<file path="config.mk">
export PLATFORM = sky130hd
export DESIGN_NAME = adc_conv_ctrl
export DESIGN_NICKNAME = d
export VERILOG_FILES = /design/src/rtl/adc_conv_pkg.sv /design/src/rtl/conv_timer.sv /design/src/rtl/adc_conv_ctrl.sv
export VERILOG_INCLUDE_DIRS = /design/src /design/src/rtl
export SDC_FILE = /design/constraint.sdc
export NUM_CORES = 1
export LEC_CHECK = 0
export BUFFER_PORTS_ARGS = -buffer_cell sky130_fd_sc_hd__buf_2
export CORE_AREA = 3 3 98 81
export CTS_CLUSTER_SIZE = 25
export DETAILED_ROUTE_END_ITERATION = 10
export DIE_AREA = 0 0 101 84
export GPL_TIMING_DRIVEN = 1
export HOLD_SLACK_MARGIN = 0.15
export PLACE_DENSITY = 0.76
export SYNTH_ARGS = -nofsm -noshare
export SYNTH_HDL_FRONTEND = slang
export SYNTH_SLANG_ARGS = --single-unit
</file>
<file path="constraint.sdc">
create_clock -name mclk_in -period 2.1 [get_ports mclk_in]
set_clock_uncertainty 0.05 [all_clocks]
set_input_delay 0.315 -clock mclk_in [delete_from_list [all_inputs] [get_ports mclk_in]]
set_output_delay 0.315 -clock mclk_in [all_outputs]
set_load 0.05 [all_outputs]
</file>
<file path="src/rtl/adc_conv_defs.svh">
// Offsets, field positions, reset values and cycle counts of the conversion control block
// Operation
// - Control write aborts conversion, reinitialises sequencing
// - Control fields: channel, speed, trigger, power, mode, start
// - Channel codes map to inputs 0,1,2,4,3
// - Fast conversion lasts 78 clock periods
// - Slow conversion lasts 138 clock periods
// - Enabled trigger edge or event sets start flag
// - Power bit low keeps converter disabled
// - Single mode clears start flag at end
// - Continuous mode converts back to back while set
// - Start flag writable; triggers also set it
// - Start flag falling raises interrupt when enabled
// - Result register loads at each conversion end not hit by a control write in the same cycle
// - Source select bit routes interrupt line, resets 01h
// - Control register resets to zero
// - Triggers ignored while start flag is set
// - Halt forces power bit to zero
`ifndef ADC_CONV_DEFS_SVH
`define ADC_CONV_DEFS_SVH
`define ADDR_W 12
`define IDX_RESULT 8'hF0
`define IDX_CTRL 8'hF1
`define IDX_INTSEL 8'hF2
`define CTRL_RST 8'h00
`define INTSEL_RST 1'h1
`define CH_MSB 7
`define CH_LSB 5
`define SPEED_BIT 4
`define TRIG_EN_BIT 3
`define POWER_BIT 2
`define CONT_BIT 1
`define START_BIT 0
// 78 and 138 clock periods per conversion
`define FAST_CYC 8'h4E
`define SLOW_CYC 8'h8A
// 48 and 84 clock periods of sampling
`define FAST_SMP 8'h30
`define SLOW_SMP 8'h54
`define RESP_OKAY 2'h0
`define RESP_SLVERR 2'h2
`endif

</file>
<file path="src/rtl/adc_conv_pkg.sv">
// Types of the conversion control block
`include "adc_conv_defs.svh"
package adc_conv_pkg;
    typedef enum logic [1:0] {
        ST_IDLE = 2'b00,
        ST_SAMPLE = 2'b01,
        ST_CONVERT = 2'b10
    } conv_state_t;

    typedef struct packed {
        logic [7:0] count;
    } timer_regs_t;

    typedef struct packed {
        conv_state_t state;
        logic [7:0] ctrl;
        logic [7:0] result;
        logic int_sel;
        logic trig_prev;
        logic aw_have;
        logic [`ADDR_W-1:0] aw_addr;
        logic w_have;
        logic [7:0] w_byte;
        logic w_en;
        logic awready;
        logic wready;
        logic bvalid;
        logic [1:0] bresp;
        logic arready;
        logic rvalid;
        logic [7:0] rdata;
        logic [1:0] rresp;
        logic [2:0] channel;
        logic sample;
        logic busy;
        logic power;
        logic irq;
    } ctl_regs_t;
endpackage

</file>
<file path="src/rtl/conv_timer.sv">
// Cycle counter that times one conversion and its sampling phase
`timescale 1ns/1ps
`include "adc_conv_defs.svh"
module conv_timer
    import adc_conv_pkg::*;
(
    input wire logic mclk_in,
    input wire logic srst_in,
    input wire logic run_in,
    input wire logic slow_in,
    output logic sample_end_out,
    output logic done_out,
    output logic [7:0] count_out
);
    timer_regs_t r_q;
    timer_regs_t r_d;
    logic [7:0] last;
    logic [7:0] smp_last;

    assign last = slow_in ? (`SLOW_CYC - 8'h01) : (`FAST_CYC - 8'h01);
    assign smp_last = slow_in ? (`SLOW_SMP - 8'h01) : (`FAST_SMP - 8'h01);
    assign done_out = run_in && (r_q.count == last);
    assign sample_end_out = run_in && (r_q.count == smp_last);
    assign count_out = r_q.count;

    always_comb
    begin
        r_d = r_q;
        // Restart from zero so continuous mode runs back to back
        if (!run_in || done_out)
            r_d.count = 8'h00;
        else
            r_d.count = r_q.count + 8'h01;
    end

    always_ff @(posedge mclk_in)
    begin
        if (srst_in)
            r_q <= '0;
        else
            r_q <= r_d;
    end
endmodule

</file>
<file path="src/rtl/adc_conv_ctrl.sv">
// Conversion control logic with its AXI4-Lite register slave
//
// Chosen here: the AXI4-Lite slave port.
`timescale 1ns/1ps
`include "adc_conv_defs.svh"
module adc_conv_ctrl
    import adc_conv_pkg::*;
(
    input wire logic mclk_in,
    input wire logic srst_in,
    input wire logic awvalid_in,
    output logic awready_out,
    input wire logic [`ADDR_W-1:0] awaddr_in,
    input wire logic wvalid_in,
    output logic wready_out,
    input wire logic [31:0] wdata_in,
    input wire logic [3:0] wstrb_in,
    output logic bvalid_out,
    input wire logic bready_in,
    output logic [1:0] bresp_out,
    input wire logic arvalid_in,
    output logic arready_out,
    input wire logic [`ADDR_W-1:0] araddr_in,
    output logic rvalid_out,
    input wire logic rready_in,
    output logic [31:0] rdata_out,
    output logic [1:0] rresp_out,
    input wire logic [7:0] conv_data_in,
    input wire logic ext_trig_pin_in,
    input wire logic timer_event_in,
    input wire logic halt_in,
    input wire logic ext_irq_pin_in,
    output logic [2:0] channel_out,
    output logic sample_hold_out,
    output logic conv_busy_out,
    output logic analog_power_out,
    output logic irq_out
);
    // ****************************************
    // Decoding
    // ****************************************
    function automatic logic [1:0] reg_sel(input logic [`ADDR_W-1:0] a);
        reg_sel = 2'h3;
        if (a[`ADDR_W-1:10] == 2'h0)
        begin
            case (a[9:2])
                `IDX_RESULT: reg_sel = 2'h0;
                `IDX_CTRL: reg_sel = 2'h1;
                `IDX_INTSEL: reg_sel = 2'h2;
                default: reg_sel = 2'h3;
            endcase
        end
    endfunction

    function automatic logic [2:0] ch_map(input logic [2:0] code);
        case (code)
            3'h0: ch_map = 3'h0;
            3'h1: ch_map = 3'h1;
            3'h2: ch_map = 3'h2;
            3'h3: ch_map = 3'h4;
            3'h4: ch_map = 3'h3;
            default: ch_map = 3'h0;
        endcase
    endfunction

    // ****************************************
    // State
    // ****************************************
    ctl_regs_t s_q;
    ctl_regs_t s_d;
    logic tc;
    logic smp_end;
    logic [7:0] tmr_count;
    logic aw_hs;
    logic w_hs;
    logic wr_go;
    logic [1:0] wsel;
    logic [1:0] rsel;
    logic wr_ctrl;
    logic trig_hit;
    logic trig_en_w;

    conv_timer u_timer (
        .mclk_in(mclk_in),
        .srst_in(srst_in),
        .run_in(s_q.state != ST_IDLE),
        .slow_in(s_q.ctrl[`SPEED_BIT]),
        .sample_end_out(smp_end),
        .done_out(tc),
        .count_out(tmr_count)
    );

    always_comb
    begin
        s_d = s_q;
        s_d.trig_prev = ext_trig_pin_in;
        // ****************************************
        // Write channel
        // ****************************************
        aw_hs = awvalid_in && s_q.awready;
        w_hs = wvalid_in && s_q.wready;
        if (s_q.bvalid && bready_in)
            s_d.bvalid = 1'b0;
        if (aw_hs)
        begin
            s_d.aw_have = 1'b1;
            s_d.aw_addr = awaddr_in;
        end
        if (w_hs)
        begin
            s_d.w_have = 1'b1;
            s_d.w_byte = wdata_in[7:0];
            s_d.w_en = wstrb_in[0];
        end
        wr_go = s_d.aw_have && s_d.w_have;
        wsel = reg_sel(s_d.aw_addr);
        if (wr_go)
        begin
            s_d.aw_have = 1'b0;
            s_d.w_have = 1'b0;
            s_d.bvalid = 1'b1;
            s_d.bresp = (wsel == 2'h3) ? `RESP_SLVERR : `RESP_OKAY;
        end
        wr_ctrl = wr_go && s_d.w_en && (wsel == 2'h1);

        // ****************************************
        // Sequencing
        // ****************************************
        if (wr_go && s_d.w_en && (wsel == 2'h0))
            s_d.result = s_d.w_byte;
        if (wr_go && s_d.w_en && (wsel == 2'h2))
            s_d.int_sel = s_d.w_byte[0];
        if (tc && !wr_ctrl)
        begin
            s_d.result = conv_data_in;
            if (!s_q.ctrl[`CONT_BIT])
            begin
                s_d.ctrl[`START_BIT] = 1'b0;
                s_d.state = ST_IDLE;
            end
            else
            begin
                s_d.state = ST_SAMPLE;
            end
        end
        else if (s_q.state == ST_SAMPLE && smp_end)
        begin
            s_d.state = ST_CONVERT;
        end
        else if (s_q.state == ST_IDLE && s_q.ctrl[`START_BIT])
        begin
            s_d.state = ST_SAMPLE;
        end
        // A control write wins over everything the sequencer did this cycle
        if (wr_ctrl)
        begin
            s_d.ctrl = s_d.w_byte;
            s_d.state = ST_IDLE;
        end
        // Stopping by software also ends a continuous run
        if (!s_d.ctrl[`START_BIT])
            s_d.state = ST_IDLE;
        // Triggers judge the enable just written but the flag as it stood
        trig_en_w = s_d.ctrl[`TRIG_EN_BIT];
        trig_hit = (s_q.trig_prev && !ext_trig_pin_in) || timer_event_in;
        if (trig_hit && trig_en_w && !s_q.ctrl[`START_BIT])
            s_d.ctrl[`START_BIT] = 1'b1;
        if (halt_in)
            s_d.ctrl[`POWER_BIT] = 1'b0;
        // Nothing sequences without analog power
        if (!s_d.ctrl[`POWER_BIT])
            s_d.state = ST_IDLE;

        // ****************************************
        // Read channel
        // ****************************************
        if (s_q.rvalid && rready_in)
            s_d.rvalid = 1'b0;
        rsel = reg_sel(araddr_in);
        if (arvalid_in && s_q.arready)
        begin
            s_d.rvalid = 1'b1;
            s_d.rresp = (rsel == 2'h3) ? `RESP_SLVERR : `RESP_OKAY;
            case (rsel)
                2'h0: s_d.rdata = s_q.result;
                2'h1: s_d.rdata = s_q.ctrl;
                2'h2: s_d.rdata = {7'h00, s_q.int_sel};
                default: s_d.rdata = 8'h00;
            endcase
        end
        s_d.awready = !s_d.aw_have && !s_d.bvalid;
        s_d.wready = !s_d.w_have && !s_d.bvalid;
        s_d.arready = !s_d.rvalid;

        // ****************************************
        // Outputs
        // ****************************************
        s_d.channel = ch_map(s_d.ctrl[`CH_MSB:`CH_LSB]);
        s_d.sample = (s_d.state == ST_SAMPLE);
        s_d.busy = (s_d.state != ST_IDLE);
        s_d.power = s_d.ctrl[`POWER_BIT];
        // With int_sel set, the interrupt is a one-cycle pulse on the falling start flag; otherwise it follows the external pin
        if (s_q.int_sel)
            s_d.irq = s_q.ctrl[`START_BIT] && !s_d.ctrl[`START_BIT];
        else
            s_d.irq = ext_irq_pin_in;
    end

    always_ff @(posedge mclk_in)
    begin
        if (srst_in)
        begin
            s_q <= '0;
            s_q.ctrl <= `CTRL_RST;
            s_q.int_sel <= `INTSEL_RST;
        end
        else
        begin
            s_q <= s_d;
        end
    end

    assign awready_out = s_q.awready;
    assign wready_out = s_q.wready;
    assign bvalid_out = s_q.bvalid;
    assign bresp_out = s_q.bresp;
    assign arready_out = s_q.arready;
    assign rvalid_out = s_q.rvalid;
    assign rdata_out = {24'h000000, s_q.rdata};
    assign rresp_out = s_q.rresp;
    assign channel_out = s_q.channel;
    assign sample_hold_out = s_q.sample;
    assign conv_busy_out = s_q.busy;
    assign analog_power_out = s_q.power;
    assign irq_out = s_q.irq;

    // ****************************************
    // Assertions
    // ****************************************
    logic [7:0] run_len_q;

    always_ff @(posedge mclk_in)
    begin
        if (srst_in || s_q.state == ST_IDLE || tc)
            run_len_q <= 8'h00;
        else
            run_len_q <= run_len_q + 8'h01;
    end
endmodule

</file>
-- Word level (Yosys, flattened, before mapping)
Index checks and enable logic that the tools add are counted.
- register bits after elaboration: 75
- output and inout bits: 48
- muxes and demuxes: 31
- equal/unequal tests: 20
- $add $sub $neg: 1
- reductions and logical operators: 41
- operator list (operator ; count):
    $eq 8x8->1 const B ; 6
    $pmux 8 s3 ; 1
    $logic_and 1x1->1 ; 21
    $mux 10 ; 2
    $mux 2 ; 9
    $eq 8x8->1 ; 2
    $mux 8 ; 2
    $mux 13 ; 1
    $pmux 2 s3 ; 2
    $pmux 3 s4 ; 1
    $mux 11 ; 1
    $logic_not 2->1 ; 5
    $logic_not 1->1 ; 9
    $mux 1 ; 9
    $mux 9 ; 1
    $add 8x1->8 const B ; 1
    $eq 2x1->1 const B ; 4
    $eq 2x2->1 const B ; 4
    $mux 7 ; 1
    $eq 3x2->1 const B ; 2
    $reduce_bool 2->1 ; 3
    $eq 3x1->1 const B ; 1
    $eq 3x3->1 const B ; 1
    $mux 3 ; 1
    2 further kinds ; 3

-- Logic depth before layout (Yosys ltp)
Gate-level depths: netlist (run 1).
- depth in word-level cells: 17
- mapped depth: 8
- depth with buffers taken out: 7

-- By module
A second synthesis (run 1) with hierarchy kept.
- cells, all modules: 400
- area total of the unflattened synthesis: 3415.8 um2
- modules (own cells, without submodules) (module ; times used ; area each (um2) ; cells each ; sequential area each (um2)):
    adc_conv_ctrl ; 1 ; 2955.3 ; 349 ; 1241.2
    conv_timer ; 1 ; 460.4 ; 51 ; 160.2

-- Worst setup path after synthesis (run 1)
OpenSTA, ideal clock, no wires.
- path kind: flip-flop to flip-flop
- start point: register s_q, in the netlist awready_out
- end point: register s_q[59] (netlist name)
- arrival time: 2.131 ns
- slack: -0.185 ns
- clock period less this slack: 2.285 ns
- cell stages (with the launch flop): 7
- cells stage by stage: dfxtp_1 and2_1 nand3_1 a2111oi_4 buf_6 nor2_1 a2111oi_2
- longest elaborated chain between the ends: 9
- elaborated cells on any way between the ends: 14
- classes of those cells: 4 x eq/ne; 5 x mux; 5 x reduce/logical
- RTL lines (what ; RTL line ; source):
    from (decl) ; adc_conv_ctrl.sv:69 ; ctl_regs_t s_q;
    $logic_and 1x1->1 * ; adc_conv_ctrl.sv:100 ; aw_hs = awvalid_in && s_q.awready;
    $mux 13 * ; adc_conv_ctrl.sv:104 ; if (aw_hs)
    $eq 8x8->1 ; adc_conv_ctrl.sv:46 ; case (a[9:2])
    $pmux 2 s3 ; adc_conv_ctrl.sv:46 ;
    $mux 2 ; adc_conv_ctrl.sv:44 ; if (a[`ADDR_W-1:10] == 2'h0)
    $eq 2x1->1 ; adc_conv_ctrl.sv:124 ; wr_ctrl = wr_go && s_d.w_en && (wsel == 2'h1);
    $logic_and 1x1->1 * ; adc_conv_ctrl.sv:124 ;
    $mux 10 * ; adc_conv_ctrl.sv:155 ; if (wr_ctrl)
    $mux 1 * ; adc_conv_ctrl.sv:168 ; if (halt_in)
Mark *: on every way between the ends. The rest lies on a longest branch, timed or not.
A chain may end at the register's enable or synchronous reset.

-- Final worst setup path (run 1)
- start point: register s_q, in the netlist awready_out
- end point: register s_q[54] (netlist name)
- longest elaborated chain between the ends: 10
- elaborated cells on any way between the ends: 18
- classes of those cells: 4 x eq/ne; 4 x mux; 10 x reduce/logical
- RTL lines (what ; RTL line ; source):
    $logic_and 1x1->1 * ; adc_conv_ctrl.sv:100 ;
    $mux 13 * ; adc_conv_ctrl.sv:104 ;
    $eq 8x8->1 ; adc_conv_ctrl.sv:46 ;
    $pmux 2 s3 ; adc_conv_ctrl.sv:46 ;
    $mux 2 ; adc_conv_ctrl.sv:44 ;
    $eq 2x1->1 ; adc_conv_ctrl.sv:124 ;
    $logic_and 1x1->1 ; adc_conv_ctrl.sv:124 ;
    $logic_not 1->1 ; adc_conv_ctrl.sv:133 ; if (tc && !wr_ctrl)
    $logic_and 1x1->1 ; adc_conv_ctrl.sv:133 ;
    $mux 9 or $reduce_bool 2->1 (tied branches) ; n/a ;
Marks and branches as above.

==> flow_summary.ini, run 1 <==
[placed_design]
dp_hpwl_um = 5730
dp.cells = 540
gp_congestion = 0.833
io_buffers = 69

[route]
drt-initial-drc-count = 164
ant_nets = 0
first_pass_iters = 5
vias = 3025
routed_via_density = 5.38
wirelength_um = 7840
avgRoutedWirePerCell_um = 13.9
drc_errors = 0

[worst_hold_path]
hold_start = awaddr_in[6]
min_to = s_q[40]$_SDFF_PP0_
min_path_type = in2reg
whs_path_depth = 3

[clocking]
htreeDepth = 3
root_buffer = clkbuf_8
cts_buffer_depth = 2
clock_latency_ns = 0.34
cts_tree = done
cts.sinks = 70
cts-buffers-inserted = 9
clk_pin_slew_worst_paths_ns = 0.07

[synthesis]
synth_cell_types = 53
synthSimpleGateAreaFrac_pct = 22.3
synth_top_family_by_area = simple AND/OR/NAND/NOR gates
synth_warnings = 0
synth_compound_area_share_pct = 17.5
synth_edf_count = 0
synth_ff_type = dfxtp_1
synth_fa_ha_area_share_pct = 0.734
syn_area_um2 = 3410
syn-instance-count = 388
async_reset_ff_share_pct = 0
ys_seq_area_share_pct = 41.1
synth_seq_cells = 70
avgSynthCellArea_um2 = 8.79
synth.area.mux_share_pct = 3.93
synth_xor_xnor_area_share_pct = 2.57

[worst_setup_path]
cp_num_buf_inv = 2
cpPeakStageDelay_ns = 0.48
ff2ff_setup_slack_ns = 0.1
arrival_ns = 2.21
cp-end-kind = flop
r2r_cells = 7
path_class = reg2reg
required_ns = 2.31
cp_cell_sequence = and2_2 -> nand3_2 -> a2111oi_4 -> buf_4 -> clkbuf_16 -> o211ai_1 -> a31oi_1
crit_fanout = 8
crit-reg2reg-capture = s_q[54]$_SDFFE_PP0P_
cp-start-kind = flop
cp_slowest_cell = a2111oi_4
critical-path-top-delay-family = compound AO/OA/AOI/OAI gates
r2r_start = awready_out$_SDFF_PP0_

[layout]
drive_above_1_share_pct = 27.8
layout_commonest_cell = buf_2
regArea_um2 = 1400
fillers = 632
multi_input_area_um2 = 1720
finalNetCount = 551
final-instance-count-excl-fill = 562
area_growth_pct = 20.6
antennaDiodeCount = 0
most-common-layout-cells = buf_2 (69), dfxtp_1 (68), nor2_1 (48)

[timing]
tightest_slew_ns = 0.622
hold_violations = 0
max_freq_mhz = 500
maxSlewHeadroom_pct = 58.5
setup_viol = 0
period_share_pct = 95.2
holdWs_ns = 0.174
layout_min_cycle_time_ns = 2.00
rsz0062_at_grt = false
drv_slew = 0

[flow_run]
maxCapViolCount = 0

[pwr]
power_density_nw_per_um2 = 732
p_total_mw = 3.01
vdd_drop_max_v = 0.000426
total_leakage_power_nw = 1.68

[die]
row_count = 27
boundaryPins = 127
design.die.area_um2 = 8480
start_util_pct = 49.0
fp.dieH_um = 84
fp.coreArea_um2 = 6960
fp.dieW_um = 101

[grt]
overflow = 0
grt_util_all_layers_pct = 18.0
grt_pass1_vias = 2644
grt_pass1_wl_um = 12300
grt_max_degree = 40
antenna_found_initial = 0

[run_status]
status = finished clean
[metrics by stage]
stage	TNS [ns]	setup WS [ns]	util (%)	instance area, µm²
floorplan	0	0.0126	-	3510
global placement	-0.0546	-0.0153	54.7	3800
detailed placement	-0.463	-0.0556	54.7	3800
CTS	0	0.0314	58.3	4060
global route	0	0.00335	59.1	4110
finish	0	0.0998	59.1	4110
[Yosys cell counts (all sizes together), types with 2 or more instances]
cell | instances | area (µm²)
dfxtp | 70 | 1400
nor2 | 48 | 180
buf | 44 | 329
nand2 | 28 | 105
a21oi | 20 | 100
nand3 | 20 | 105
a211oi | 15 | 118
clkbuf | 13 | 48.8
a31oi | 12 | 75.1
mux2i | 10 | 100
nand3b | 10 | 75.1
o211ai | 9 | 67.6
a22oi | 7 | 52.6
nor3 | 7 | 35.0
inv | 6 | 22.5
nor2b | 6 | 37.5
xnor2 | 6 | 52.6
a2111oi | 5 | 81.3
o21ai | 5 | 25.0
and3 | 4 | 25.0
xor2 | 4 | 35.0
and4 | 3 | 26.3
mux2 | 3 | 33.8
nand2b | 3 | 18.8
nor4 | 3 | 25.0
nor4bb | 3 | 30.0
or3 | 3 | 18.8
a2111o | 2 | 22.5
and2 | 2 | 12.5
ha | 2 | 25.0
or3b | 2 | 17.5
[metal layers]
metal / vias up / GRT usage, % / wire, µm
li1: 1497 / - / -
met2: 108 / 28.2 / 3560
met3: 14 / 5.60 / 637
met5: - / 0 / 0
met1: 1406 / 23.9 / 3540
met4: 0 / 5.31 / 100
[registers in the layout (all words and copies together), names as in the netlist]
name and cells:
bresp_out 1, channel_out 3, arready_out 1, rdata_out 8, s_q 41, u_timer.count_out 8, wready_out 1, sample_hold_out 1
conv_busy_out 1, bvalid_out 1, rvalid_out 1, irq_out 1, awready_out 1, rresp_out 1
[report_power, final]
part,switching [mW],internal (mW)
combinational,0.312,0.130
sequential,0.0246,1.37
clock,0.476,0.698
total,0.813,2.20
[worst max-delay path by stage]
stage                      startpoint                   endpoint  slack, ns  cells after the start
2_1_floorplan  awready_out$_SDFF_PP0_         s_q[59]$_SDFF_PP0_       0.01                      6
3_3_place_gp            awaddr_in[10]  channel_out[2]$_SDFF_PP0_      -0.02                      7
3_5_place_dp            awaddr_in[10]  channel_out[2]$_SDFF_PP0_      -0.06                      7
4_1_cts            s_q[44]$_SDFF_PP0_         s_q[59]$_SDFF_PP0_       0.03                      6
5_1_grt            s_q[44]$_SDFF_PP0_       s_q[48]$_SDFFE_PP1P_      0.003                      6
6_report       awready_out$_SDFF_PP0_       s_q[54]$_SDFFE_PP0P_        0.1                      7
[cell type report]
cell class / instances / share of cell area (%)
Clock buffer: 12 / 3.53
Clock inverter: 4 / 1.70
Inverter: 6 / 0.548
Multi-Input combinational cell: 280 / 41.9
Sequential cell: 70 / 34.2
Tap cell: 87 / 2.65
Timing Repair Buffer: 103 / 15.5
[worst register-to-register path: stages, from the launching register on]
cell	delay (ns)
dfxtp_2	0.38
and2_2	0.24
nand3_2	0.17
a2111oi_4	0.48
buf_4	0.20
clkbuf_16	0.14
o211ai_1	0.10
a31oi_1	0.17
[what timing repair did]
item	in CTS	in global routing
endpoints found under the setup margin	2	15
hold endpoints to repair	3	0
pin swaps	0	3
buffers inserted	0	2
resized for setup	1	3
gates cloned	0	1
hold buffers	3	0
[cell families after synthesis]
family / after synthesis
buf+inv: 63
mux: 13
fa+ha+maj: 2
other cells: 1
simple gates: 148
compound gates: 81
xor+xnor: 10
flops: 70
Note: power is estimated with default switching activity, not from simulation.
==> run 2, diff against run 1 <==
--- a/config.mk
+++ b/config.mk
@@ -7,13 +7,13 @@
 export NUM_CORES = 1
 export LEC_CHECK = 0
 export BUFFER_PORTS_ARGS = -buffer_cell sky130_fd_sc_hd__buf_2
-export CORE_AREA = 3 3 98 81
+export CORE_AREA = 3 3 122 65
 export CTS_CLUSTER_SIZE = 25
 export DETAILED_ROUTE_END_ITERATION = 10
-export DIE_AREA = 0 0 101 84
+export DIE_AREA = 0 0 125 68
 export GPL_TIMING_DRIVEN = 1
 export HOLD_SLACK_MARGIN = 0.15
-export PLACE_DENSITY = 0.76
+export PLACE_DENSITY = 0.77
 export SYNTH_ARGS = -nofsm -noshare
 export SYNTH_HDL_FRONTEND = slang
 export SYNTH_SLANG_ARGS = --single-unit
==> flow_summary.ini, run 2 (synthesis results as in run 1) <==
[worst_hold_path]
hold_start = ext_trig_pin_in
min_to = s_q[47]$_SDFF_PP0_
min_path_type = in2reg
whs_path_depth = 3

[worst_setup_path]
path_class = reg2reg
arrival_ns = 2.19
r2r_start = s_q[39]$_SDFF_PP0_
crit-reg2reg-capture = s_q[49]$_SDFFE_PP0P_
cp-start-kind = flop
r2r_cells = 7
required_ns = 2.31
ff2ff_setup_slack_ns = 0.12
cp-end-kind = flop
crit_fanout = 9

[layout]
largest_reg_flops = 41
antennaDiodeCount = 0
finalNetCount = 552
most-common-layout-cells = buf_2 (69), dfxtp_1 (68), nor2_1 (48)
fillers = 611
area_growth_pct = 23.0
layout_commonest_cell = buf_2
drive_above_1_share_pct = 28.4
largest_register = s_q
final-instance-count-excl-fill = 567
postLayoutCoreUtil_pct = 61.9
fin_area_um2 = 4200

[die]
design.die.area_um2 = 8500
start_util_pct = 50.3
row_count = 21
fp.coreArea_um2 = 6780
fp.dieH_um = 68
fp.dieW_um = 125
boundaryPins = 127

[timing]
drv_slew = 0
maxSlewHeadroom_pct = 57.0
layout_min_cycle_time_ns = 1.98
tightest_slew_ns = 0.645
period_share_pct = 94.1
max_freq_mhz = 506
rsz0062_at_grt = true
worst_slack_ns = 0.123
setup_viol = 0
hold_violations = 0

[placed_design]
preCtsSetupSlack_ns = -0.0978
dp.cells = 549
io_buffers = 69
gp_congestion = 0.834
dp_hpwl_um = 5550
placed_area_um2 = 3830

[clocking]
cts_tree = done
cts_buffer_depth = 2
clock_latency_ns = 0.33
cts.sinks = 70
root_buffer = clkbuf_16
htreeDepth = 3
cts-buffers-inserted = 9
clk_pin_slew_worst_paths_ns = 0.05

[pwr]
vdd_drop_max_v = 0.000457
total_leakage_power_nw = 1.71
p_total_mw = 3.38
power_density_nw_per_um2 = 805

[route]
routed_via_density = 5.28
avgRoutedWirePerCell_um = 13.5
first_pass_iters = 5
ant_nets = 0
drt-initial-drc-count = 139
wirelength_um = 7630
drc_errors = 0
vias = 2994

[grt]
grt_pass1_wl_um = 12000
grt_pass1_vias = 2646
grt_max_degree = 40
grt_util_all_layers_pct = 17.9
overflow = 0
antenna_found_initial = 0

[flow_run]
maxCapViolCount = 0

[run_status]
status = finished clean
[run 2: worst max-delay path, cell delays in order (launching register included)]
cell       delay [ns]
dfxtp_1          0.31
nor4_2           0.29
nand3_2          0.21
a2111oi_4        0.41
buf_6            0.19
buf_4            0.17
o211ai_1         0.11
a31oi_1          0.17
[run 2: cell type report]
class	instances	area (µm²)	share of cell area, %
multi-input combinational	280	1730	41.2
sequential	70	1400	33.5
timing repair buffer	104	617	14.7
clock buffer	12	267	6.35
tap	92	115	2.74
clock inverter	3	42.5	1.01
inverter	6	22.5	0.537
[run 2: repair_timing]
action / in CTS / in global routing
endpoints found under the hold margin: 2 / 0
setup buffers: 0 / 1
hold buffers: 2 / 0
pin swaps: 0 / 5
gates resized for setup: 1 / 5
endpoints found under the setup margin: 1 / 24
[run 2: report_power, final]
part	internal, mW	switching, mW	leakage (nW)
clock network	1.01	0.531	0.151
logic	0.132	0.312	0.995
registers	1.37	0.0225	0.569
[run 2: stage by stage]
stage	hold slack, ns	setup TNS [ns]
final	0.168	0
after floorplan	0.334	0
after global routing	0.183	-0.150
after global placement	0.391	-0.210
after CTS	0.162	0
after detailed placement	0.398	-0.657
[run 2: worst max-delay path by stage]
stage                                 from                         to  slack, ns  cells after the start
CTS                 awready_out$_SDFF_PP0_       s_q[50]$_SDFFE_PP0P_       0.05                      7
global placement             awaddr_in[10]       s_q[48]$_SDFFE_PP1P_      -0.09                      7
detailed placement           awaddr_in[10]       s_q[48]$_SDFFE_PP1P_       -0.1                      7
floorplan           awready_out$_SDFF_PP0_         s_q[59]$_SDFF_PP0_       0.01                      6
finish                  s_q[39]$_SDFF_PP0_       s_q[49]$_SDFFE_PP0P_       0.12                      7
global route            s_q[39]$_SDFF_PP0_  channel_out[2]$_SDFF_PP0_      -0.04                      6
[run 2: layer usage]
layer	vias to the layer above	global-route usage [%]	wire length [µm]
li1	1487	-	-
met1	1400	21.1	3490
met2	96	29.7	3560
met3	11	6.31	492
met4	0	8.51	92
met5	-	0	0
